`src/lstx_defs.vh`:
```
// constants for the low-swing transmit mode control block
`ifndef LSTX_DEFS_VH
`define LSTX_DEFS_VH

// ----------------------------------------------------------------
// register bus shape
// ----------------------------------------------------------------
`define LSTX_ADDR_W 8
`define LSTX_DATA_W 32
`define LSTX_LANES 4

// ----------------------------------------------------------------
// register offsets (byte addresses)
// ----------------------------------------------------------------
`define LSTX_OFS_SERDES_CFG 8'h00
`define LSTX_OFS_LANE_TX_CONTROL_ONE 8'h04
`define LSTX_OFS_LINK_CONTROL_TWO 8'h08
`define LSTX_OFS_LINK_CONTROL 8'h0C
`define LSTX_OFS_LINK_STATUS_TWO 8'h10
`define LSTX_OFS_STATUS 8'h14

// ----------------------------------------------------------------
// field positions
// ----------------------------------------------------------------
`define LSTX_BIT_LOW_SWING_ENABLE 0
`define LSTX_LANE_FIELD_W 8
`define LSTX_DL_W 4
`define LSTX_DL_GEN1_LSB 0
`define LSTX_DL_GEN2_LSB 4
`define LSTX_TM_LSB 7
`define LSTX_TM_W 3
`define LSTX_BIT_SELECTABLE_DEEMPH 6
`define LSTX_BIT_COMPLIANCE_DEEMPH 12
`define LSTX_BIT_RETRAIN 5
`define LSTX_BIT_CUR_DEEMPH 0
`define LSTX_BIT_CUR_DEEMPH_VALID 1
`define LSTX_ST_BIT_LOW_SWING 0
`define LSTX_ST_BIT_COMPLIANCE 1
`define LSTX_ST_MARGIN_LSB 2
`define LSTX_ST_BIT_MARGIN_ACTIVE 5
`define LSTX_ST_BIT_DEEMPH_EN 6

// ----------------------------------------------------------------
// reset values and codes
// ----------------------------------------------------------------
`define LSTX_RST_SERDES_CFG 1'b0
`define LSTX_RST_DRIVE_LEVEL 4'h7
`define LSTX_RST_TM 3'h0
`define LSTX_RST_DEEMPH_CHOICE 1'h0
`define LSTX_RST_DEEMPH_EN 1'h1
`define LSTX_TM_NORMAL 3'h0
`define LSTX_DL_MIN 4'h0
`define LSTX_DL_MAX 4'hF
`define LSTX_LTSSM_W 6
`define LSTX_LTSSM_POLL_COMPLIANCE 6'h03
`define LSTX_LTSSM_RECOVERY_RCVRLOCK 6'h0B

`endif

```
`src/lstx_mode_ctl.v`:
```
// low-swing transmitter mode control for one switch port
//
// Contract
// - transmitter goes low-swing only while software holds the low-swing enable bit set.
// - low-swing enable bit resets cleared, so full swing is the default.
// - low-swing enabled means reduced drive and de-emphasis forced off; here an enable set after a full-swing compliance entry waits for exit.
// - selectable and compliance de-emphasis choices have no effect while low-swing is on.
// - current de-emphasis status is invalid while low-swing is on.
// - low-swing swing comes from the Gen1 or Gen2 drive-level field by link speed.
// - Gen1 low-swing drive level accepts 0x00..0x0F, swing rising with the code.
// - Gen2 low-swing drive level accepts 0x00..0x0F, swing rising with the code.
// - compliance entry with low-swing on uses the margin field's low-swing level set.
// - compliance entry with low-swing on applies no de-emphasis.
// - new margin selection applies only when passing a margin-change state; retrain advised.
//
// Chosen here: the placing of the registers and the address-and-strobe port.
`include "lstx_defs.vh"

module lstx_mode_ctl
(
  // clock, reset, enable
  input wire clk_sys,
  input wire reset,
  input wire clkEnable,
  // register port
  input wire [`LSTX_ADDR_W-1:0] regAddr,
  input wire [`LSTX_DATA_W-1:0] regWriteData,
  input wire regWrite,
  input wire regRead,
  output reg [`LSTX_DATA_W-1:0] regReadData,
  // physical layer state (same clock domain)
  input wire [`LSTX_LTSSM_W-1:0] ltssmState,
  input wire linkSpeedGen2,
  input wire phyCurDeemph,
  // transmitter controls
  output reg txLowSwing,
  output reg txDeemphEnable,
  output reg txDeemphSel,
  output reg [`LSTX_LANES*`LSTX_DL_W-1:0] txDriveLevel,
  output reg txMarginActive,
  output reg txMarginLowSwing,
  output reg [`LSTX_TM_W-1:0] txMarginLevel,
  // retrain request to the link state machine
  output reg linkRetrainRequest
);

  // ----------------------------------------------------------------
  // states
  // ----------------------------------------------------------------
  localparam [1:0] ST_NORMAL = 2'b01;
  localparam [1:0] ST_COMPLIANCE = 2'b10;

  // ----------------------------------------------------------------
  // decode helpers
  // ----------------------------------------------------------------
  function hitOffset;
    input [`LSTX_ADDR_W-1:0] addr;
    input [`LSTX_ADDR_W-1:0] ofs;
    begin
      hitOffset = (addr == ofs);
    end
  endfunction

  // picks the lane's 4-bit low-swing code for the running speed
  function [`LSTX_DL_W-1:0] laneLevel;
    input [`LSTX_LANE_FIELD_W-1:0] field;
    input gen2;
    begin
      if (gen2)
      begin
        laneLevel = field[`LSTX_DL_GEN2_LSB +: `LSTX_DL_W];
      end
      else
      begin
        laneLevel = field[`LSTX_DL_GEN1_LSB +: `LSTX_DL_W];
      end
    end
  endfunction

  // ----------------------------------------------------------------
  // registers
  // ----------------------------------------------------------------
  reg lowSwingEnable;
  reg [`LSTX_LANES*`LSTX_LANE_FIELD_W-1:0] laneTxControlOne;
  reg [`LSTX_TM_W-1:0] transmitMarginSelect;
  reg selectableDeemphChoice;
  reg complianceDeemphChoice;
  reg [`LSTX_TM_W-1:0] appliedMargin;
  reg [1:0] state;
  reg [1:0] next_state;
  reg complianceLowSwing;

  wire writeCfg = regWrite && hitOffset(regAddr, `LSTX_OFS_SERDES_CFG);
  wire writeLane = regWrite && hitOffset(regAddr, `LSTX_OFS_LANE_TX_CONTROL_ONE);
  wire writeLinkCtl2 = regWrite && hitOffset(regAddr, `LSTX_OFS_LINK_CONTROL_TWO);
  wire writeLinkCtl = regWrite && hitOffset(regAddr, `LSTX_OFS_LINK_CONTROL);

  wire inCompliance = (ltssmState == `LSTX_LTSSM_POLL_COMPLIANCE);
  wire inMarginWindow = (ltssmState == `LSTX_LTSSM_RECOVERY_RCVRLOCK);
  wire enterCompliance = inCompliance && state[0];

  // ----------------------------------------------------------------
  // software writes
  // ----------------------------------------------------------------
  always @(posedge clk_sys)
  begin
    // reset waits for the enable too, so a frozen block holds every flop
    if (clkEnable)
    begin
      if (reset)
      begin
        lowSwingEnable <= `LSTX_RST_SERDES_CFG;
        laneTxControlOne <= {(`LSTX_LANES*2){`LSTX_RST_DRIVE_LEVEL}};
        transmitMarginSelect <= `LSTX_RST_TM;
        selectableDeemphChoice <= `LSTX_RST_DEEMPH_CHOICE;
        complianceDeemphChoice <= `LSTX_RST_DEEMPH_CHOICE;
      end
      else
      begin
        // a merged port needs this bit in both halves; nothing here checks it
        if (writeCfg)
        begin
          lowSwingEnable <= regWriteData[`LSTX_BIT_LOW_SWING_ENABLE];
        end
        if (writeLane)
        begin
          // full 4-bit codes stored untouched; every code is legal
          laneTxControlOne <= regWriteData[`LSTX_LANES*`LSTX_LANE_FIELD_W-1:0];
        end
        if (writeLinkCtl2)
        begin
          transmitMarginSelect <= regWriteData[`LSTX_TM_LSB +: `LSTX_TM_W];
          selectableDeemphChoice <= regWriteData[`LSTX_BIT_SELECTABLE_DEEMPH];
          complianceDeemphChoice <= regWriteData[`LSTX_BIT_COMPLIANCE_DEEMPH];
        end
      end
    end
  end

  // ----------------------------------------------------------------
  // retrain request: one-cycle pulse on a write of one
  // ----------------------------------------------------------------
  always @(posedge clk_sys)
  begin
    if (clkEnable)
    begin
      if (reset)
      begin
        linkRetrainRequest <= 1'b0;
      end
      else
      begin
        linkRetrainRequest <= writeLinkCtl && regWriteData[`LSTX_BIT_RETRAIN];
      end
    end
  end

  // ----------------------------------------------------------------
  // margin take-over
  // ----------------------------------------------------------------
  // the programmed margin sits idle until the link passes a state
  // where the line level may change; a retrain gets it there quickly
  always @(posedge clk_sys)
  begin
    if (clkEnable)
    begin
      if (reset)
      begin
        appliedMargin <= `LSTX_RST_TM;
      end
      else
      begin
        if (inMarginWindow || enterCompliance)
        begin
          appliedMargin <= transmitMarginSelect;
        end
      end
    end
  end

  // ----------------------------------------------------------------
  // compliance tracking
  // ----------------------------------------------------------------
  always @*
  begin
    next_state = state;
    case (state)
      ST_NORMAL:
      begin
        if (inCompliance)
        begin
          next_state = ST_COMPLIANCE;
        end
      end
      ST_COMPLIANCE:
      begin
        if (!inCompliance)
        begin
          next_state = ST_NORMAL;
        end
      end
      default:
      begin
        next_state = ST_NORMAL;
      end
    endcase
  end

  always @(posedge clk_sys)
  begin
    if (clkEnable)
    begin
      if (reset)
      begin
        state <= ST_NORMAL;
        complianceLowSwing <= 1'b0;
      end
      else
      begin
        state <= next_state;
        // swing set is fixed at entry; a later enable waits for exit
        if (enterCompliance)
        begin
          complianceLowSwing <= lowSwingEnable;
        end
      end
    end
  end

  // ----------------------------------------------------------------
  // transmitter controls
  // ----------------------------------------------------------------
  wire complianceNow = state[1];
  wire [`LSTX_LANES*`LSTX_DL_W-1:0] laneLevels;
  reg lowSwingNow;

  // low swing always needs the enable bit; inside compliance the set
  // chosen at entry holds too, so a late enable cannot switch sets
  always @*
  begin
    lowSwingNow = lowSwingEnable;
    if (complianceNow && !complianceLowSwing)
    begin
      lowSwingNow = 1'h0;
    end
  end

  genvar lane;
  generate
    for (lane = 0; lane < `LSTX_LANES; lane = lane + 1)
    begin : gLane
      // continuous selection: a rewrite reaches the lane next cycle
      assign laneLevels[lane*`LSTX_DL_W +: `LSTX_DL_W] =
        laneLevel(laneTxControlOne[lane*`LSTX_LANE_FIELD_W +: `LSTX_LANE_FIELD_W], linkSpeedGen2);
    end
  endgenerate

  always @(posedge clk_sys)
  begin
    if (clkEnable)
    begin
      if (reset)
      begin
        txLowSwing <= 1'b0;
        txDeemphEnable <= `LSTX_RST_DEEMPH_EN;
        txDeemphSel <= 1'b0;
        txDriveLevel <= {`LSTX_LANES*`LSTX_DL_W{1'b0}};
        txMarginActive <= 1'b0;
        txMarginLowSwing <= 1'b0;
        txMarginLevel <= `LSTX_TM_NORMAL;
      end
      else
      begin
        txLowSwing <= lowSwingNow;
        if (lowSwingNow)
        begin
          // de-emphasis choices are ignored, not merely overridden later
          txDeemphEnable <= 1'b0;
          txDeemphSel <= 1'b0;
          txDriveLevel <= laneLevels;
        end
        else
        begin
          txDeemphEnable <= 1'b1;
          txDeemphSel <= complianceNow ? complianceDeemphChoice : selectableDeemphChoice;
          // full-swing drive comes from tables outside this block
          txDriveLevel <= {`LSTX_LANES*`LSTX_DL_W{1'b0}};
        end
        txMarginActive <= complianceNow || (appliedMargin != `LSTX_TM_NORMAL);
        txMarginLowSwing <= lowSwingNow;
        txMarginLevel <= appliedMargin;
      end
    end
  end

  // ----------------------------------------------------------------
  // read side
  // ----------------------------------------------------------------
  reg [`LSTX_DATA_W-1:0] next_readData;

  always @*
  begin
    next_readData = {`LSTX_DATA_W{1'b0}};
    if (hitOffset(regAddr, `LSTX_OFS_SERDES_CFG))
    begin
      next_readData[`LSTX_BIT_LOW_SWING_ENABLE] = lowSwingEnable;
    end
    else if (hitOffset(regAddr, `LSTX_OFS_LANE_TX_CONTROL_ONE))
    begin
      next_readData[`LSTX_LANES*`LSTX_LANE_FIELD_W-1:0] = laneTxControlOne;
    end
    else if (hitOffset(regAddr, `LSTX_OFS_LINK_CONTROL_TWO))
    begin
      next_readData[`LSTX_TM_LSB +: `LSTX_TM_W] = transmitMarginSelect;
      next_readData[`LSTX_BIT_SELECTABLE_DEEMPH] = selectableDeemphChoice;
      next_readData[`LSTX_BIT_COMPLIANCE_DEEMPH] = complianceDeemphChoice;
    end
    else if (hitOffset(regAddr, `LSTX_OFS_LINK_STATUS_TWO))
    begin
      // status is meaningless in low swing: shown as zero, valid clear
      next_readData[`LSTX_BIT_CUR_DEEMPH] = phyCurDeemph && !lowSwingNow;
      next_readData[`LSTX_BIT_CUR_DEEMPH_VALID] = !lowSwingNow;
    end
    else if (hitOffset(regAddr, `LSTX_OFS_STATUS))
    begin
      next_readData[`LSTX_ST_BIT_LOW_SWING] = txLowSwing;
      next_readData[`LSTX_ST_BIT_COMPLIANCE] = complianceNow;
      next_readData[`LSTX_ST_MARGIN_LSB +: `LSTX_TM_W] = appliedMargin;
      next_readData[`LSTX_ST_BIT_MARGIN_ACTIVE] = txMarginActive;
      next_readData[`LSTX_ST_BIT_DEEMPH_EN] = txDeemphEnable;
    end
  end

  always @(posedge clk_sys)
  begin
    if (clkEnable)
    begin
      if (reset)
      begin
        regReadData <= {`LSTX_DATA_W{1'b0}};
      end
      else
      begin
        regReadData <= regRead ? next_readData : {`LSTX_DATA_W{1'b0}};
      end
    end
  end

endmodule // lstx_mode_ctl
```
`config.mk`:
```
export PLATFORM = sky130hd
export DESIGN_NAME = lstx_mode_ctl
export DESIGN_NICKNAME = d
export VERILOG_FILES = /design/src/lstx_mode_ctl.v
export VERILOG_INCLUDE_DIRS = /design/src /design/src/src
export SDC_FILE = /design/constraint.sdc
export NUM_CORES = 1
export LEC_CHECK = 0
export BUFFER_PORTS_ARGS = -buffer_cell sky130_fd_sc_hd__buf_4
export CORE_AREA = 2 2 106 77
export CTS_CLUSTER_SIZE = 24
export DETAILED_ROUTE_END_ITERATION = 7
export DIE_AREA = 0 0 108 79
export GPL_ROUTABILITY_DRIVEN = 0
export PLACE_DENSITY = 0.82
export SYNTH_ARGS = -nofsm -noshare
export SYNTH_HDL_FRONTEND = slang
export SYNTH_SLANG_ARGS = --single-unit
```
`constraint.sdc`:
```
create_clock -name clk_sys -period 7.1 [get_ports clk_sys]
set_clock_uncertainty 0.05 [all_clocks]
set_input_delay 1.42 -clock clk_sys [delete_from_list [all_inputs] [get_ports clk_sys]]
set_output_delay 1.42 -clock clk_sys [all_outputs]
set_load 0.02 [all_outputs]
```
# After elaboration in Yosys (flattened, before gate mapping)
# Cells that the tools add are included.
[classes]
n_eq_ne = 11
n_mux = 27
n_bitwise = 3
n_reduce_logical = 30
[op_table]
columns = ["cell", "count"]
rows = [
  ["32-bit 2-to-1 mux", 1],
  ["8-bit by 4-bit equality test with 1-bit output, second input constant", 2],
  ["8-bit by 5-bit equality test with 1-bit output, second input constant", 2],
  ["4-bit 2-to-1 mux", 4],
  ["1-bit 2-to-1 mux", 11],
  ["10-bit 2-to-1 mux", 1],
  ["2-bit AND reduction", 5],
  ["2-bit nonzero test", 5],
  ["3-bit 2-to-1 mux", 3],
  ["8-bit by 3-bit equality test with 1-bit output, second input constant", 1],
  ["1-bit logical AND", 8],
  ["8-bit zero test", 1],
  ["7-bit 2-to-1 mux", 1],
  ["6-bit by 2-bit equality test with 1-bit output, second input constant", 1],
  ["6-bit by 4-bit equality test with 1-bit output, second input constant", 1],
  ["2-bit 2-to-1 mux", 3],
  ["6-bit 2-to-1 mux", 1],
  ["3-bit inequality test, second input constant", 2],
  ["2-bit OR reduction", 3],
  ["5-bit 2-to-1 mux", 1],
  ["2-bit one-hot mux with 2 select lines", 1],
  ["4-bit OR reduction", 1],
  ["1-bit inverter", 3],
  ["3-bit AND reduction", 1],
  ["other kinds (6)", 8],
]
[totals]
regBits = 100
in_bits = 53
elab_cells = 89

# Longest topological paths before layout
# Gate-level depths: netlist of run 1.
[depth]
ltp_word = 9
depth_mapped = 6
depth_no_buf = 4

# Least setup slack after synthesis of run 1
# Ideal clock, no wire load.
[synth_timing]
kind = "in2reg"
from = "input port regAddr[7]"
to = "register laneTxControlOne[0], enable pin"
setup_time_ns = 0.421
arrival_time_ns = 3.622
required_ns = 6.629
setup_slack_ns = 3.007
cell_stages = 4
n_path_buf = 0
path_cell_list = "or4_4 nor2b_1 a31oi_1 nor2_1"
[synth_via]
elab_chain_cells = 4
[synth_rtl]
columns = ["element", "line", "text"]
rows = [
  ["from (decl)", "lstx_mode_ctl.v:26", "input wire [`LSTX_ADDR_W-1:0] regAddr,"],
  ["8-bit by 3-bit equality test with 1-bit output", "lstx_mode_ctl.v:60", "hitOffset = (addr == ofs);"],
  ["1-bit logical AND", "lstx_mode_ctl.v:94", "wire writeLane = regWrite && hitOffset(regAddr, `LSTX_OFS_LANE_TX_CONTROL_ONE);"],
  ["2-bit nonzero test (no source line)", "-", ""],
  ["2-bit AND reduction (no source line)", "-", ""],
  ["to (signal assigned)", "lstx_mode_ctl.v:113", "laneTxControlOne <= {(`LSTX_LANES*2){`LSTX_RST_DRIVE_LEVEL}};"],
  ["to (signal assigned)", "lstx_mode_ctl.v:128", "laneTxControlOne <= regWriteData[`LSTX_LANES*`LSTX_LANE_FIELD_W-1:0];"],
  ["to (decl)", "lstx_mode_ctl.v:84", "reg [`LSTX_LANES*`LSTX_LANE_FIELD_W-1:0] laneTxControlOne;"],
]
# No other way between the ends.
# A chain may end at the register's enable or synchronous reset.

# Final worst setup path of run 1
[layout_timing]
from = "input port regAddr[7]"
to = "register laneTxControlOne[17], enable pin"
# The elaborated chain is that of the path after synthesis.

==> run metrics, run 1 <==
Worst-Margin Slew roughly 1.1 ns; CTS resizes 0; Post-Syn Area per Cell roughly 15 µm²; initial antenna violation count 0; Die X about 110 µm; CP max FO 32; area of the die approximately 8500 µm²; commonest non-fill, non-tap cell in the layout buf_4; IO Count 110; worst skew pair latency about 0.36 ns; top cell type's share of synthesized area 0.726; final layout net count between 400 and 500; critical path type in -> reg; Starting Density 0.545; f_max ~300 MHz; vias per inst between 5 and 6; Synth area leader edfxtp_1; final instance area 5200 µm²; row cnt 27; Synth Warn # 0; initial DRC count 208; CP Capture Type flip-flop; Core ar. 7600 µm²; Area after DPL 5030 µm²; Final Hold Fails 0; Seq/Total Area, Yosys 0.726; routed len/inst ~16 µm; final setup vio count 0; Critical Path AT about 3.2 ns; post-DP HPWL approximately 5300 µm; asr flop ratio synth 0; Congestion Overflow GR 0; Post-synth EDFFs 100; Pleak 0.00207 µW; CP cell instances buf_4 -> or4_4 -> nor2b_1 -> a31oi_1 -> nor2_4; Total GRT Usage 0.194; post-synthesis cell area slightly above 4000 µm²; Comb pwr share 0.100; Startpoint Class input pin; fin crit period 3.28 ns; max cap viols 0; fin crit share 0.462; top post-synthesis cells by area edfxtp_1 73%, mux2i_1 4.1%, nor2b_1 3.6%; power per cell area ~220 nW/µm²; worst min-delay path category reg -> reg; CTS sink cnt 100; number of remaining DRC errors 0; global-route wire length before repair between 10000 and 15000 µm; hold_buf cts 0; Max stage delay on crit path approximately 0.74 ns; CTS root buf clkbuf_8; Port Buffers 109; Sequential Area 3000 µm²; Layout Cells excl Fill just under 500; status finished clean; ANT nets after route 0; Pint roughly 860 µW; # fillers 528; Post-synth top flop edfxtp_1; drt total wl just under 8000 µm; diode count 0; vias in the first global route 2503; largest net degree at the start of global routing around 60; dpl cells about 470; Post-CTS Setup Inserts 0; area added between synthesis and finish 25.7%; TNS Setup 0 ns; H-tree Lvls 3; Sw Ratio 0.237; post-synthesis cell count between 200 and 300; Sw Pwr 268 µW; Worst path slowest cell nor2_4; DR vias 2605; Reg power frac 0.615; Peak VDD IR ~0.00012 V; post-synth cell types 35; unrepaired setup endpoints after global routing false; Initial DRT Pass Iterations 4; CTS Buffer Depth 2; commonest cells after routing, fill and taps aside 109 x buf_4, 100 x edfxtp_1, 24 x nor2b_1, 24 x or2_2, 22 x and2_1; clock transition at the registers of the reported paths around 0.09 ns; Clk pwr share 0.285; Slew Viols, Final 0; chip height 79 µm; syn nets between 300 and 400; Multi-input gate area 1060 µm²; worst endpoint required time approximately 7 ns; CTS tree built; relative slew slack 0.287; share of layout cells above drive strength 1 0.396; number of synthesized register bits 100; TritonCTS Buffers 9
## path summary, 6_finish.rpt
kind	from	endpoint	slack, ns	cells after the start
setup reg to reg	state[1]	txDriveLevel[15]	5.21	4
setup / recovery	regAddr[7]	laneTxControlOne[17]	3.82	5
hold / removal	laneTxControlOne[21]	regReadData[21]	0.50	1
hold reg to reg	laneTxControlOne[21]	regReadData[21]	0.50	1
## metrics by stage
step	hold slack (ns)	worst slack (ns)	utilization	power, µW
after global placement	0.479	3.51	0.661	819
after global routing	0.520	3.74	0.684	1170
final	0.501	3.82	0.684	1130
after CTS	0.501	3.84	0.684	1140
after detailed placement	0.491	3.45	0.661	824
after floorplan	0.474	3.01	-	762
## flip-flops by register name, indices dropped and copies added (netlist names)
signal / cells
appliedMargin: 3
complianceDeemphChoice: 1
complianceLowSwing: 1
laneTxControlOne: 32
linkRetrainRequest: 1
lowSwingEnable: 1
regReadData: 32
selectableDeemphChoice: 1
state: 2
transmitMarginSelect: 3
txDeemphEnable: 1
txDeemphSel: 1
txDriveLevel: 16
txMarginActive: 1
txMarginLevel: 3
txMarginLowSwing: 1
## cell type report
class | instances | area share
clock buffers | 9 | 0.0238
multi-input cells | 159 | 0.204
repair buffers | 109 | 0.157
flip-flops and latches | 100 | 0.577
well taps | 101 | 0.0243
clock inverters | 7 | 0.00962
inverters | 5 | 0.00361
## critical path: cells and delay by family
family,cells,cell delay [ns]
AO/OA/AOI/OAI,1,0.15
buffers and inverters,1,0.12
AND/OR/NAND/NOR,3,1.52
## metal layers
layer  vias to the layer above  GRT usage  routed length [µm]
met3                        18     0.0796                 677
met2                       117      0.311                3830
met5                         -          0                   0
met4                         0     0.0705                 200
li1                       1224          -                   -
met1                      1246      0.238                3060
## Yosys cell counts, drive strengths merged (4+ instances only)
master and count:
buf 6, and2 22, clkbuf 9, mux2i 17, inv 5, a22o 8, nor4 4, nor2b 24
nor2 22, nor3 5, edfxtp 100, or2 24, nand2 5
## power by group through the flow
stage	clock network, µW	registers, µW	logic (µW)
floorplan	0	723	38.6
CTS	330	696	114
global route	351	699	123
detailed placement	0	709	114
global placement	0	708	111
finish	322	696	114
## kinds of logic after synthesis
| logic type | after synthesis | share of synthesized area |
|---|---|---|
| buffers and inverters | 20 | 0.0206 |
| multiplexers | 18 | 0.0438 |
| AO/OA/AOI/OAI | 23 | 0.0420 |
| AND/OR/NAND/NOR | 118 | 0.168 |
| flip-flops | 100 | 0.726 |
(Power assumes the default switching activity.)
==> inputs of run 2 (changes only) <==
--- a/config.mk
+++ b/config.mk
@@ -7,12 +7,12 @@
 export NUM_CORES = 1
 export LEC_CHECK = 0
 export BUFFER_PORTS_ARGS = -buffer_cell sky130_fd_sc_hd__buf_4
-export CORE_AREA = 2 2 106 77
+export CORE_AREA = 2 2 110 80
 export CTS_CLUSTER_SIZE = 24
 export DETAILED_ROUTE_END_ITERATION = 7
-export DIE_AREA = 0 0 108 79
+export DIE_AREA = 0 0 112 82
 export GPL_ROUTABILITY_DRIVEN = 0
-export PLACE_DENSITY = 0.82
+export PLACE_DENSITY = 0.77
 export SYNTH_ARGS = -nofsm -noshare
 export SYNTH_HDL_FRONTEND = slang
 export SYNTH_SLANG_ARGS = --single-unit
==> constraint.sdc (replaced) <==
create_clock -name clk_sys -period 3.4 [get_ports clk_sys]
set_clock_uncertainty 0.05 [all_clocks]
set_input_delay 0.68 -clock clk_sys [delete_from_list [all_inputs] [get_ports clk_sys]]
set_output_delay 0.68 -clock clk_sys [all_outputs]
set_load 0.02 [all_outputs]
==> run metrics, run 2 (synthesis gave the netlist of run 1 again) <==
f_max 415 MHz; pre-CTS setup slack about 0.62 ns; worst min-delay path category reg -> reg; Port Buffers between 100 and 150; share of layout cells above drive strength 1 0.404; H-tree Lvls 3; hold_buf cts 0; area of the die between 9000 and 10000 µm²; post-DP HPWL roughly 5600 µm; Congestion Overflow GR 0; Slew Viols, Final 0; Die X 112 µm; Post-CTS Setup Inserts 0; critical path type in -> reg; max cap viols 0; # fillers ~630; status finished clean; Core ar. 8200 µm²; IO Count 110; CTS root buf clkbuf_16; vias in the first global route ~2500; worst endpoint required time ~3.4 ns; Sequential Area between 3000 and 4000 µm²; fin crit period about 2.4 ns; CTS Buffer Depth 2; diode count 0; CP Capture Type flip-flop; commonest non-fill, non-tap cell in the layout buf_4; row cnt 28; DR vias 2512; Final Hold Fails 0; fin crit share 0.709; Startpoint Class input pin; initial antenna violation count 0; CTS resizes 0; relative slew slack 0.395; clock transition at the registers of the reported paths 0.07 ns; Worst-Margin Slew slightly above 0.9 ns; final setup vio count 0; worst skew pair latency about 0.34 ns; TNS Setup 0 ns; Peak VDD IR between 0.0003 and 0.0004 V; largest registers laneTxControlOne (32), regReadData (32), txDriveLevel (16); Starting Density 0.505; Final WS setup between 0.9 and 1 ns; Pleak around 0.0021 µW; Total GRT Usage 0.178; Critical Path AT approximately 2.4 ns; chip height 82 µm; Multi-input gate area approximately 1100 µm²; unrepaired setup endpoints after global routing false; CP max FO 17; commonest cells after routing, fill and taps aside 111 x buf_4, 100 x edfxtp_1, 24 x nor2b_1, 24 x or2_2, 22 x and2_1; final instance area 5340 µm²; drt total wl approximately 8000 µm; number of remaining DRC errors 0; initial DRC count 130; Initial DRT Pass Iterations 5; power per cell area around 490 nW/µm²; CTS tree built; CTS sink cnt 100; area added between synthesis and finish 29.1%; TritonCTS Buffers 9; ANT nets after route 0; routed len/inst 16.1 µm; final layout net count 440; largest net degree at the start of global routing 58; vias per inst about 5.1; Area after DPL 5070 µm²; global-route wire length before repair 12400 µm
==> run 2: where the power goes <==
group / switching [µW] / internal [µW] / total (µW)
logic: 128 / 113 / 241
clock network: 437 / 501 / 938
registers: 28.6 / 1430 / 1450
==> run 2: worst paths after layout <==
path | depth (start not counted) | slack [ns] | to | start
worst max-delay path | 6 | 0.99 | laneTxControlOne[25] | regAddr[7]
worst max register to register | 4 | 1.49 | txDriveLevel[8] | state[1]
worst min-delay path | 1 | 0.50 | regReadData[16] | laneTxControlOne[16]
worst min register to register | 1 | 0.50 | regReadData[16] | laneTxControlOne[16]
==> run 2: worst max-delay path: stages <==
cell	delay (ns)
buf_4	0.11
or4_4	0.57
nor2b_1	0.19
a31oi_1	0.15
nor2_4	0.47
buf_12	0.23
==> run 2: final cells by class <==
cell class | instances | share of cell area
multi-input combinational | 159 | 0.199
sequential | 100 | 0.562
clock buffer | 9 | 0.0422
timing repair buffer | 112 | 0.160
inverter | 5 | 0.00351
clock inverter | 6 | 0.00914
tap | 105 | 0.0246
==> run 2: metal layers <==
metal | share of wire | up-vias | global-route usage
li1 | - | 1231 | -
met1 | 0.41 | 1185 | 0.224
met2 | 0.51 | 92 | 0.313
met3 | 0.075 | 4 | 0.0517
met4 | 0.0044 | 0 | 0.0390
met5 | 0 | - | 0
==> run 2: metrics by stage <==
stage	power, µW	cells	hold slack (ns)	util
detailed placement	1720	481	0.487	0.618
global placement	1720	481	0.481	0.618
global route	2720	496	0.527	0.652
finish	2630	496	0.502	0.652
CTS	2640	496	0.506	0.652
floorplan	1590	279	0.474	-
